File: config.mk
export PLATFORM = sky130hd
export DESIGN_NAME = lcdsid_device_flat
export DESIGN_NICKNAME = d
export VERILOG_FILES = /design/src/hw/lcdsid_pkg.sv /design/src/hw/lcdsid_if.sv /design/src/hw/lcdsid_device.sv /design/src/flat_wrapper.sv
export SDC_FILE = /design/constraint.sdc
export NUM_CORES = 1
export LEC_CHECK = 0
export BUFFER_PORTS_ARGS = -buffer_cell sky130_fd_sc_hd__clkbuf_2
export CORE_MARGIN = 8
export CORE_UTILIZATION = 51
export CTS_BUF_LIST = sky130_fd_sc_hd__clkbuf_8 sky130_fd_sc_hd__clkbuf_16
export CTS_CLUSTER_DIAMETER = 80
export DETAILED_ROUTE_END_ITERATION = 8
export PLACE_DENSITY_LB_ADDON = 0.2
export SYNTH_ARGS = -nofsm -noshare
export SYNTH_HDL_FRONTEND = slang
export SYNTH_SLANG_ARGS = --single-unit
File: constraint.sdc
create_clock -name pclk -period 7.3 [get_ports pclk]
set_input_delay 1.46 -clock pclk [delete_from_list [all_inputs] [get_ports pclk]]
set_output_delay 1.46 -clock pclk [all_outputs]
set_load 0.02 [all_outputs]
File: src/hw/lcdsid_pkg.sv
/*
 * constants shared by both ends of the serial instruction link.
 * assumes pclk at CLK_MHZ; no other dependency.
 */
package lcdsid_pkg;
    // ********
    // link framing and fields
    // ********
    localparam logic [7:0] DEV_ADDR  = 8'h42;
    localparam int         ADDR_W    = 8;
    localparam int         DATA_W    = 24;
    // field positions, index 0 is D96
    localparam int OPC_LSB   = 20;
    localparam int OPC_W     = 4;
    localparam int DUTY_POS  = 16;
    localparam int FR_LO_POS = 17;
    localparam int FR_HI_POS = 18;
    localparam int OSC_POS   = 19;
    localparam int DG_LSB    = 0;
    localparam int DG_W      = 13;
    localparam int M_POS     = 16;
    localparam int A_POS     = 17;
    localparam int BLANK_POS = 18;
    localparam int SLEEP_POS = 19;
    localparam int DIR_POS   = 18;
    localparam int CA_LSB    = 8;
    localparam int CA_W      = 6;
    localparam int AA_LSB    = 16;
    localparam int AA_W      = 4;
    localparam int IM1_POS   = 16;
    localparam int IM2_POS   = 17;
    // ********
    // opcodes, divisors, wrap
    // ********
    localparam logic [3:0] OPC_TECH  = 4'h1;
    localparam logic [3:0] OPC_ONOFF = 4'h2;
    localparam logic [3:0] OPC_SHIFT = 4'h3;
    localparam logic [3:0] OPC_SETAC = 4'h4;
    localparam logic [3:0] OPC_WRITE = 4'h5;
    localparam logic [11:0] DIV8_00 = 12'hC00;
    localparam logic [11:0] DIV8_10 = 12'h600;
    localparam logic [11:0] DIV8_01 = 12'h300;
    localparam logic [11:0] DIV9_00 = 12'hD80;
    localparam logic [11:0] DIV9_10 = 12'h6C0;
    localparam logic [11:0] DIV9_01 = 12'h360;
    localparam logic [5:0]  CHAR_LAST = 6'h33;
    localparam logic [5:0]  AUX_LAST  = 6'h0C;
    // ********
    // timing and host registers
    // ********
    localparam int CLK_MHZ  = 100;
    localparam int REF_KHZ  = 300;
    localparam int EXEC_US  = 27;
    localparam int FIRST_US = 108;
    localparam int BUSY_W   = 24;
    localparam logic [11:0] REG_TXDATA = 12'h000;
    localparam logic [11:0] REG_TXLEN  = 12'h004;
    localparam logic [11:0] REG_CMD    = 12'h008;
    localparam logic [11:0] REG_STATUS = 12'h00C;
    localparam logic [11:0] REG_ADDR   = 12'h010;
    localparam int CMD_GO    = 0;
    localparam int CMD_IDLEH = 1;

    // cycles of pclk for a time in us at display clock khz
    function automatic int exec_cycles(input int us, input int khz);
        return us * CLK_MHZ * REF_KHZ / khz;
    endfunction : exec_cycles
endpackage : lcdsid_pkg

File: src/hw/lcdsid_if.sv
/*
 * three-wire serial instruction link between host and device.
 * assumes both ends on one pclk; the device resynchronises anyway.
 */
`timescale 1ns/1ps
interface lcdsid_if;
    logic frame_sel;
    logic serial_shift_clock;
    logic serial_data_in;

    modport host (
        output frame_sel,
        output serial_shift_clock,
        output serial_data_in
    );
    modport device (
        input  frame_sel,
        input  serial_shift_clock,
        input  serial_data_in
    );
endinterface : lcdsid_if

File: src/hw/lcdsid_device.sv
/*
 * serial instruction receiver and decoder of the display controller.
 * assumes link pins asynchronous to pclk and shift clock far below pclk/4.
 */
// Summary of operation
// address 42h opens each frame
// shift rise samples, select fall commits
// host gap exceeds execution
// technique first, runs 108 us
// others run 27 us, clock scaled
// opcode 1, duty picks shared pin
// rate bits pick frame divisor
// source bit picks RC or external
// opcode 2 sets digits and controls
// matrix/aux pair gates digits
// one enable bit per digit
// blank forces lowest bias
// sleep blanks, stops clock but scan
// sleep admits only on/off
// external clock outlives execution
// opcode 3, pair picks shifted data
// direction 0 left, 1 right
// opcode 4 loads both pointers
// write frames carry increment mode
// pointer feeds display ram addresses
// character shift wraps 33h and 0
// inhibit keeps reception running
// bad address or opcode changes nothing
`timescale 1ns/1ps
module lcdsid_device #(
    parameter int DISP_KHZ  = lcdsid_pkg::REF_KHZ,
    parameter int EXEC_CYC  = lcdsid_pkg::exec_cycles(lcdsid_pkg::EXEC_US, DISP_KHZ),
    parameter int FIRST_CYC = lcdsid_pkg::exec_cycles(lcdsid_pkg::FIRST_US, DISP_KHZ)
) (
    // clock and reset
    input  wire logic        pclk,
    input  wire logic        presetn,
    input  wire logic        clk_en,
    // link
    lcdsid_if.device         link,
    // side inputs
    input  wire logic        key_scan_active,
    input  wire logic        display_inhibit_n,
    // display state
    output logic             busy,
    output logic             duty_select,
    output logic [1:0]       frame_rate,
    output logic [11:0]      frame_divisor,
    output logic             clock_source_select,
    output logic             osc_run,
    output logic             drive_lowest_bias,
    output logic [12:0]      matrix_digit_en,
    output logic [12:0]      aux_digit_en,
    output logic [5:0]       char_ram_address,
    output logic [3:0]       aux_ram_address,
    output logic [1:0]       increment_mode
);
    // ********
    // helpers
    // ********
    function automatic logic [5:0] rot(input logic [5:0] p, input logic [5:0] last,
                                       input logic right);
        if (right) begin
            return (p == 6'h00) ? last : p - 6'h01;
        end
        return (p == last) ? 6'h00 : p + 6'h01;
    endfunction : rot

    function automatic logic [11:0] fdiv(input logic d, input logic [1:0] fr);
        unique case ({d, fr})
            3'b000:  return lcdsid_pkg::DIV8_00;
            3'b001:  return lcdsid_pkg::DIV8_10;
            3'b010:  return lcdsid_pkg::DIV8_01;
            3'b100:  return lcdsid_pkg::DIV9_00;
            3'b101:  return lcdsid_pkg::DIV9_10;
            3'b110:  return lcdsid_pkg::DIV9_01;
            default: return d ? lcdsid_pkg::DIV9_00 : lcdsid_pkg::DIV8_00;
        endcase
    endfunction : fdiv

    // ********
    // pin synchronisers and shift registers
    // ********
    logic [3:0] s1_q;
    logic [3:0] s2_q;
    logic [1:0] s3_q;

    always_ff @(posedge pclk or negedge presetn) begin
        if (!presetn) begin
            s1_q <= 4'h0;
            s2_q <= 4'h0;
            s3_q <= 2'h0;
        end else if (clk_en) begin
            s1_q <= {display_inhibit_n, link.serial_data_in,
                     link.serial_shift_clock, link.frame_sel};
            s2_q <= s1_q;
            s3_q <= s2_q[1:0];
        end
    end

    logic sel_s;
    logic sclk_rise;
    logic sel_fall;
    assign sel_s     = s2_q[0];
    assign sclk_rise = s2_q[1] & ~s3_q[1];
    assign sel_fall  = ~s2_q[0] & s3_q[0];

    logic [lcdsid_pkg::ADDR_W-1:0] addr_q;
    logic [lcdsid_pkg::DATA_W-1:0] data_q;

    always_ff @(posedge pclk or negedge presetn) begin
        if (!presetn) begin
            addr_q <= '0;
            data_q <= '0;
        end else if (clk_en && sclk_rise) begin
            // last bit lands at the top so short frames align to D119
            if (sel_s) begin
                data_q <= {s2_q[2], data_q[lcdsid_pkg::DATA_W-1:1]};
            end else begin
                addr_q <= {s2_q[2], addr_q[lcdsid_pkg::ADDR_W-1:1]};
            end
        end
    end

    // ********
    // decode and execution timer
    // ********
    localparam int BUSY_W_L = lcdsid_pkg::BUSY_W;
    logic [3:0]            opc;
    logic                  known;
    logic                  commit;
    logic [BUSY_W_L-1:0]   busy_cnt_q;
    logic                  tech_done_q;
    logic                  sleep_q;

    assign opc   = data_q[lcdsid_pkg::OPC_LSB +: lcdsid_pkg::OPC_W];
    assign known = (opc == lcdsid_pkg::OPC_TECH) || (opc == lcdsid_pkg::OPC_ONOFF) ||
                   (opc == lcdsid_pkg::OPC_SHIFT) || (opc == lcdsid_pkg::OPC_SETAC) ||
                   (opc == lcdsid_pkg::OPC_WRITE);
    // frames during execution are dropped: the host owes the gap
    // reception keeps running whatever the inhibit input says
    assign commit = sel_fall && (addr_q == lcdsid_pkg::DEV_ADDR) && known &&
                    (busy_cnt_q == '0) &&
                    (!sleep_q || opc == lcdsid_pkg::OPC_ONOFF);

    always_ff @(posedge pclk or negedge presetn) begin
        if (!presetn) begin
            busy_cnt_q  <= '0;
            tech_done_q <= 1'b0;
        end else if (clk_en) begin
            if (commit) begin
                if (opc == lcdsid_pkg::OPC_TECH && !tech_done_q) begin
                    busy_cnt_q <= BUSY_W_L'(FIRST_CYC);
                end else begin
                    busy_cnt_q <= BUSY_W_L'(EXEC_CYC);
                end
                if (opc == lcdsid_pkg::OPC_TECH) begin
                    tech_done_q <= 1'b1;
                end
            end else if (busy_cnt_q != '0) begin
                busy_cnt_q <= busy_cnt_q - BUSY_W_L'(1);
            end
        end
    end

    // ********
    // instruction state
    // ********
    logic        duty_q;
    logic [1:0]  frate_q;
    logic        osc_ext_q;
    logic [12:0] digit_q;
    logic        mat_q;
    logic        aux_q;
    logic        blank_q;
    logic [5:0]  cptr_q;
    logic [3:0]  aptr_q;
    logic [1:0]  imode_q;
    logic [5:0]  aptr_w;

    assign aptr_w = {2'b00, aptr_q};

    always_ff @(posedge pclk or negedge presetn) begin
        if (!presetn) begin
            duty_q    <= 1'b0;
            frate_q   <= 2'b00;
            osc_ext_q <= 1'b0;
            digit_q   <= '0;
            mat_q     <= 1'b0;
            aux_q     <= 1'b0;
            blank_q   <= 1'b0;
            sleep_q   <= 1'b0;
            cptr_q    <= '0;
            aptr_q    <= '0;
            imode_q   <= 2'b00;
        end else if (clk_en && commit) begin
            unique case (opc)
                lcdsid_pkg::OPC_TECH: begin
                    duty_q    <= data_q[lcdsid_pkg::DUTY_POS];
                    frate_q   <= {data_q[lcdsid_pkg::FR_HI_POS],
                                  data_q[lcdsid_pkg::FR_LO_POS]};
                    osc_ext_q <= data_q[lcdsid_pkg::OSC_POS];
                end
                lcdsid_pkg::OPC_ONOFF: begin
                    digit_q <= data_q[lcdsid_pkg::DG_LSB +: lcdsid_pkg::DG_W];
                    mat_q   <= data_q[lcdsid_pkg::M_POS];
                    aux_q   <= data_q[lcdsid_pkg::A_POS];
                    blank_q <= data_q[lcdsid_pkg::BLANK_POS];
                    sleep_q <= data_q[lcdsid_pkg::SLEEP_POS];
                end
                lcdsid_pkg::OPC_SHIFT: begin
                    if (data_q[lcdsid_pkg::M_POS]) begin
                        cptr_q <= rot(cptr_q, lcdsid_pkg::CHAR_LAST,
                                      data_q[lcdsid_pkg::DIR_POS]);
                    end
                    if (data_q[lcdsid_pkg::A_POS]) begin
                        aptr_q <= 4'(rot(aptr_w, lcdsid_pkg::AUX_LAST,
                                         data_q[lcdsid_pkg::DIR_POS]));
                    end
                end
                lcdsid_pkg::OPC_SETAC: begin
                    cptr_q <= data_q[lcdsid_pkg::CA_LSB +: lcdsid_pkg::CA_W];
                    aptr_q <= data_q[lcdsid_pkg::AA_LSB +: lcdsid_pkg::AA_W];
                end
                lcdsid_pkg::OPC_WRITE: begin
                    // ram contents live elsewhere; only the increment mode is kept
                    imode_q <= {data_q[lcdsid_pkg::IM2_POS],
                                data_q[lcdsid_pkg::IM1_POS]};
                end
                default: begin
                end
            endcase
        end
    end

    // ********
    // registered outputs
    // ********
    logic quiet;
    assign quiet = blank_q | sleep_q | ~s2_q[3];

    always_ff @(posedge pclk or negedge presetn) begin
        if (!presetn) begin
            busy                <= 1'b0;
            duty_select         <= 1'b0;
            frame_rate          <= 2'b00;
            frame_divisor       <= lcdsid_pkg::DIV8_00;
            clock_source_select <= 1'b0;
            osc_run             <= 1'b1;
            drive_lowest_bias   <= 1'b1;
            matrix_digit_en     <= '0;
            aux_digit_en        <= '0;
            char_ram_address    <= '0;
            aux_ram_address     <= '0;
            increment_mode      <= 2'b00;
        end else if (clk_en) begin
            busy                <= (busy_cnt_q != '0);
            duty_select         <= duty_q;
            frame_rate          <= frate_q;
            frame_divisor       <= fdiv(duty_q, frate_q);
            clock_source_select <= osc_ext_q;
            // the clock must outlive the sleep instruction itself
            osc_run             <= ~sleep_q | key_scan_active | (busy_cnt_q != '0);
            drive_lowest_bias   <= quiet;
            matrix_digit_en     <= (mat_q && !quiet) ? digit_q : '0;
            aux_digit_en        <= (aux_q && !quiet) ? digit_q : '0;
            char_ram_address    <= cptr_q;
            aux_ram_address     <= aptr_q;
            increment_mode      <= imode_q;
        end
    end
endmodule : lcdsid_device

File: src/flat_wrapper.sv
// flat-port wrapper written by rule: the top's interface ports become plain ports
module lcdsid_device_flat 
#(
    parameter int DISP_KHZ  = lcdsid_pkg::REF_KHZ,
    parameter int EXEC_CYC  = lcdsid_pkg::exec_cycles(lcdsid_pkg::EXEC_US, DISP_KHZ),
    parameter int FIRST_CYC = lcdsid_pkg::exec_cycles(lcdsid_pkg::FIRST_US, DISP_KHZ)
)
  (pclk, presetn, clk_en, key_scan_active, display_inhibit_n, busy, duty_select, frame_rate, frame_divisor, clock_source_select, osc_run, drive_lowest_bias, matrix_digit_en, aux_digit_en, char_ram_address, aux_ram_address, increment_mode, link_frame_sel, link_serial_shift_clock, link_serial_data_in);
  lcdsid_if link_i ();
  input  wire logic pclk;
  input  wire logic presetn;
  input  wire logic clk_en;
  input  wire logic key_scan_active;
  input  wire logic display_inhibit_n;
  output logic busy;
  output logic duty_select;
  output logic [1:0] frame_rate;
  output logic [11:0] frame_divisor;
  output logic clock_source_select;
  output logic osc_run;
  output logic drive_lowest_bias;
  output logic [12:0] matrix_digit_en;
  output logic [12:0] aux_digit_en;
  output logic [5:0] char_ram_address;
  output logic [3:0] aux_ram_address;
  output logic [1:0] increment_mode;
  input wire logic [$bits(link_i.frame_sel)-1:0] link_frame_sel;
  input wire logic [$bits(link_i.serial_shift_clock)-1:0] link_serial_shift_clock;
  input wire logic [$bits(link_i.serial_data_in)-1:0] link_serial_data_in;
  assign link_i.frame_sel = link_frame_sel;
  assign link_i.serial_shift_clock = link_serial_shift_clock;
  assign link_i.serial_data_in = link_serial_data_in;
  lcdsid_device #(.DISP_KHZ(DISP_KHZ), .EXEC_CYC(EXEC_CYC), .FIRST_CYC(FIRST_CYC)) u_core (.pclk(pclk), .presetn(presetn), .clk_en(clk_en), .link(link_i), .key_scan_active(key_scan_active), .display_inhibit_n(display_inhibit_n), .busy(busy), .duty_select(duty_select), .frame_rate(frame_rate), .frame_divisor(frame_divisor), .clock_source_select(clock_source_select), .osc_run(osc_run), .drive_lowest_bias(drive_lowest_bias), .matrix_digit_en(matrix_digit_en), .aux_digit_en(aux_digit_en), .char_ram_address(char_ram_address), .aux_ram_address(aux_ram_address), .increment_mode(increment_mode));
endmodule
Word level (Yosys, flattened, before mapping)
Index checks and enable logic that the tools add are counted.

operators by class
  muxes and demuxes = 26
  eq/ne operators = 15
  divide/modulo/power cells = 0
  $mul = 0
  bitwise logic cells = 10
  shift-type cells = 0
  $add $sub $neg = 5
  $lt $le $gt $ge = 0
  reductions and logical operators = 33

operator list
  kind                                                                   number
  12-bit one-hot mux with 6 select lines                                 1
  24-bit 2-to-1 mux                                                      2
  6-bit 2-to-1 mux                                                       5
  13-bit 2-to-1 mux                                                      2
  24-bit zero test                                                       1
  24-bit nonzero test                                                    1
  24-bit by 1-bit subtractor with 24-bit output (second input constant)  1
  4-bit 2-to-1 mux                                                       5
  14-bit 2-to-1 mux                                                      1
  6-bit zero test                                                        2
  6-bit one-hot mux with 2 select lines                                  1
  2-bit AND reduction                                                    6
  3-bit == test (second input constant)                                  3
  1-bit logical AND                                                      9
  9-bit 2-to-1 mux                                                       1
  3-bit AND reduction                                                    3
  4-bit by 2-bit == test with 1-bit output (second input constant)       2
  4-bit by 3-bit == test with 1-bit output (second input constant)       2
  8-bit by 7-bit == test with 1-bit output (second input constant)       1
  4-bit one-hot mux with 2 select lines                                  1
  1-bit 2-to-1 mux                                                       7
  6-bit by 1-bit adder with 6-bit output (second input constant)         1
  6-bit == test (second input constant)                                  1
  6-bit by 1-bit subtractor with 6-bit output (second input constant)    1
  other kinds (14)                                                       29

storage, ports and cells
  RAM bits = 0
  latch bits = 0
  output and inout bits = 57
  input bits = 8
  memories = 0
  register bits = 157
  memory bits (read-only) = 0

Logic depth before layout (Yosys ltp)
  depth after elaboration = 13
  gate-level depth with buffers = 9
  mapped depth without buffers = 7

Worst setup path after synthesis
No wires, ideal clock.

  path type = input-to-reg
  start point = input clk_en
  end point = register u_core.digit_q[0]
  path buffers = 3
  arrival time = 2.967 ns
  library setup time = 0.125 ns
  stages on the path = 8
  setup slack = 4.208 ns
  cell sequence = clkbuf_1 nor3b_1 and4_1 and4_1 nand2b_1 buf_2 buf_2 mux2_2

on the way
  cells in the longest elaborated chain, start to end = 2

RTL lines
  element                               line                  RTL
  from (decl)                           flat_wrapper.sv:12    input wire logic clk_en;
  1-bit logical AND                     lcdsid_device.sv:196  end else if (clk_en && commit) begin
  2-bit AND reduction (no source line)  n/a
  to (signal assigned)                  lcdsid_device.sv:205  digit_q <= data_q[lcdsid_pkg::DG_LSB +: lcdsid_pkg::DG_W];
  to (decl)                             lcdsid_device.sv:172  logic [12:0] digit_q;

No other way between the ends.
A chain may end at the register's enable or synchronous reset.

Worst setup path after layout
  start point = input clk_en
  end point = register u_core.digit_q[3]

The elaborated chain is that of the path after synthesis.

==> results.toml <==
[run_status]
outcome = "finished, final reports clean"

[hold_path]
hold_class = "register to register"

[sta]
hold_viol_final = 0
max_slew.worst_pin.slew_ns = 0.960
fin_crit_sh = 0.565
rsz0062_at_grt = "false"
skew_ns = 0.00874
min_period_ns = 4.13
finalSetupViolations = 0
relSlewSlack = 0.355
finalSetupTns_ns = 0
slew_viol_final = 0
fmax_mhz = 242

[logic_synthesis]
avgSynthCellArea_um2 = 11.9
yosys_warnings = 0
synth.distinct_cells = 63
synth_flop_cell = "dfrtp_1"
syn_area_um2 = 6880
ys_ff_latch = 152
seq_area_frac_synth = 0.554
synth-async-reset-ratio = 1.00
synth-edff-count = 0
synth_cells = 579

[worst_setup_path]
cp_slowest_cell = "and4_1"
path_buf_inv = 2
crit_chain = "clkbuf_2, buf_4, nor3b_1, and4_1, and4_1, nand2b_1, mux2_2"
slowest_delay_ns = 0.79
crit_required_ns = 7.61
crit_path_max_fanout = 54
reg2reg_setup_slack_ns = 3.67
path_common_cell = "and4_1"
cp-end-kind = "register"
crit_arrival_ns = 4.43
crit_family = "simple AND/OR/NAND/NOR gates"
cp-start-kind = "primary input"
path_class = "primary input to register"

[global_route]
grt_max_degree = 96
antenna_found_initial = 0
grt_pass1_vias = 4916
gr-total-overflow = 0
grt_pass1_wl_mm = 25.2
busiest_layer = "met2"
met2_usage = 0.261
grt_use_met3 = 0.0495
met1_usage = 0.238
grt_use_total = 0.175

[die]
die_w_um = 132
core_um2 = 13200
die_area_um2 = 17500
ios = 65
initial_utilization = 0.522
rows = 42
fp.dieH_um = 132

[clock_tree]
hold_buffers = 0
cts_resized = 0
cts_max_path_buffers = 2
cts_max_level = 4
cts_root_buffer = "clkbuf_16"
cts_tree = "yes"
clkSlewWorstSetupHoldPaths_ns = 0.06
numCtsBuffers = 17
clock_latency_ns = 0.43
cts_setup_buffers = 0
cts.sink_count = 152

[detailed_routing]
drt_iter0_drc = 461
drt_first_pass_iters = 5
post-route-drc-count = 0
vias_per_cell = 5.93
vias = 4825
avgRoutedWirePerCell_um = 17.9
drt_wl_total_mm = 14.6
postRouteAntennaNets = 0

[finish]
num-fill-cells = 1056
fin_nets = 639
area_growth_pct = 14.2
final_common_cell = "dfrtp_1"
n_antenna_cell = 0
layout.cells.non_filler = 813
drive_gt1_frac = 0.290
fin_area_um2 = 7860
final_cell_mix = "dfrtp_1 (148), mux2_2 (79), clkbuf_2 (58)"

[power_and_ir_drop]
leakagePower_uw = 0.00375
vdd_drop_max_mv = 0.142
power.total_uw = 2140
power_density_nw_per_um2 = 272

[run]
maxCapViolations = 0

[placement]
dp_cells = 781
place_congestion = 0.823
place_area_um2 = 7270
io_buffers = 59
dp_hpwl_mm = 9.58
## where the power goes
part | switching (uW) | total (uW) | internal (uW) | leakage, uW
Sequential | 105 | 1030 | 921 | 0.00201
Combinational | 137 | 252 | 115 | 0.00145
Clock | 380 | 862 | 483 | 0.000290
## synthesized netlist by cell type (4+ instances only)
cell type    n  share of area
nor3b_1      9         0.0098
nand2b_1     6         0.0055
a311oi_1     6         0.0076
dfrtp_1    148           0.54
dfstp_2      4          0.015
and3_1       7         0.0064
nor2_1      22          0.012
buf_2        4         0.0029
xnor2_1      7         0.0089
nor2b_1      4         0.0036
nor3_1      11         0.0080
clkbuf_1    30          0.016
mux2i_1      4         0.0058
nor4_1       5         0.0045
ha_1         7          0.013
a21o_1       7         0.0076
a211oi_1     6         0.0065
nand4_1      5         0.0045
nand3_1      9         0.0065
nand2_1     27          0.015
inv_1       15         0.0082
mux2_2      79           0.13
a22o_1      29          0.037
and2_1       4         0.0036
o21ai_0     22          0.016
a21oi_1     27          0.020
o32a_1       4         0.0058
buf_4        5         0.0055
or4_1       12          0.013
## cells by family (layout without fill, tap and decap cells)
kind of cell / Yosys count / in the layout / share of synthesized area
flip-flops: 152 / 152 / 0.554
AND/OR/NAND/NOR: 141 / 141 / 0.119
AO/OA/AOI/OAI: 129 / 129 / 0.133
multiplexers: 83 / 83 / 0.135
buffers and inverters: 57 / 111 / 0.0346
XOR/XNOR: 9 / 9 / 0.0115
adder cells (fa/ha/maj): 7 / 7 / 0.0127
other: 1 / 5 / 0.000545
## tightest hold or removal path, stage by stage (launching register included)
cell and delay (ns):
dfstp_2 0.37, inv_1 0.04, o21ai_0 0.06
## cell type report
type / count / area [um^2] / area share
flip-flops and latches: 152 / 3810 / 0.485
multi-input cells: 374 / 2850 / 0.362
clock buffers: 17 / 425 / 0.0541
repair buffers: 63 / 332 / 0.0422
well taps: 176 / 220 / 0.0280
clock inverters: 15 / 163 / 0.0207
inverters: 16 / 60.1 / 0.00764
## final timing paths
check                                                       endpoint  depth (start not counted)                            startpoint
worst max-delay path                   u_core.digit_q[3]$_DFFE_PN0P_                          7                                clk_en
worst min-delay path            u_core.frame_divisor[11]$_DFFE_PN1P_                          2  u_core.frame_divisor[11]$_DFFE_PN1P_
worst max register to register         u_core.digit_q[3]$_DFFE_PN0P_                          5         u_core.data_q[20]$_DFFE_PN0P_
worst min register to register  u_core.frame_divisor[11]$_DFFE_PN1P_                          2  u_core.frame_divisor[11]$_DFFE_PN1P_
max in group asynchronous              u_core.data_q[16]$_DFFE_PN0P_                          2                               presetn
min in group asynchronous        u_core.frame_divisor[6]$_DFFE_PN0P_                          1                               presetn
## metal layers
layer  vias to the layer above  wire (um)
li1                       2238          -
met4                         0        189
met2                       143       6660
met1                      2429       6870
met3                        15        843
met5                         -          0
## registers in the layout, summed over array words and instances, names as in the netlist, 6 cells and up
| name | cells |
|---|---|
| u_core.addr_q | 8 |
| u_core.busy_cnt_q | 24 |
| u_core.aux_digit_en | 13 |
| u_core.data_q | 24 |
| u_core.digit_q | 13 |
| u_core.frame_divisor | 7 |
| u_core.cptr_q | 6 |
| u_core.char_ram_address | 6 |
| u_core.matrix_digit_en | 13 |
## through the flow
| stage | util | hold slack [ns] | setup slack [ns] |
|---|---|---|---|
| final | 0.596 | 0.467 | 3.17 |
| after global routing | 0.596 | 0.486 | 2.93 |
| after CTS | 0.596 | 0.470 | 3.16 |
| after detailed placement | 0.551 | 0.454 | 2.75 |
| after global placement | 0.551 | 0.456 | 2.84 |
| after floorplan | - | 0.435 | 4.21 |
(Power assumes the default switching activity.)
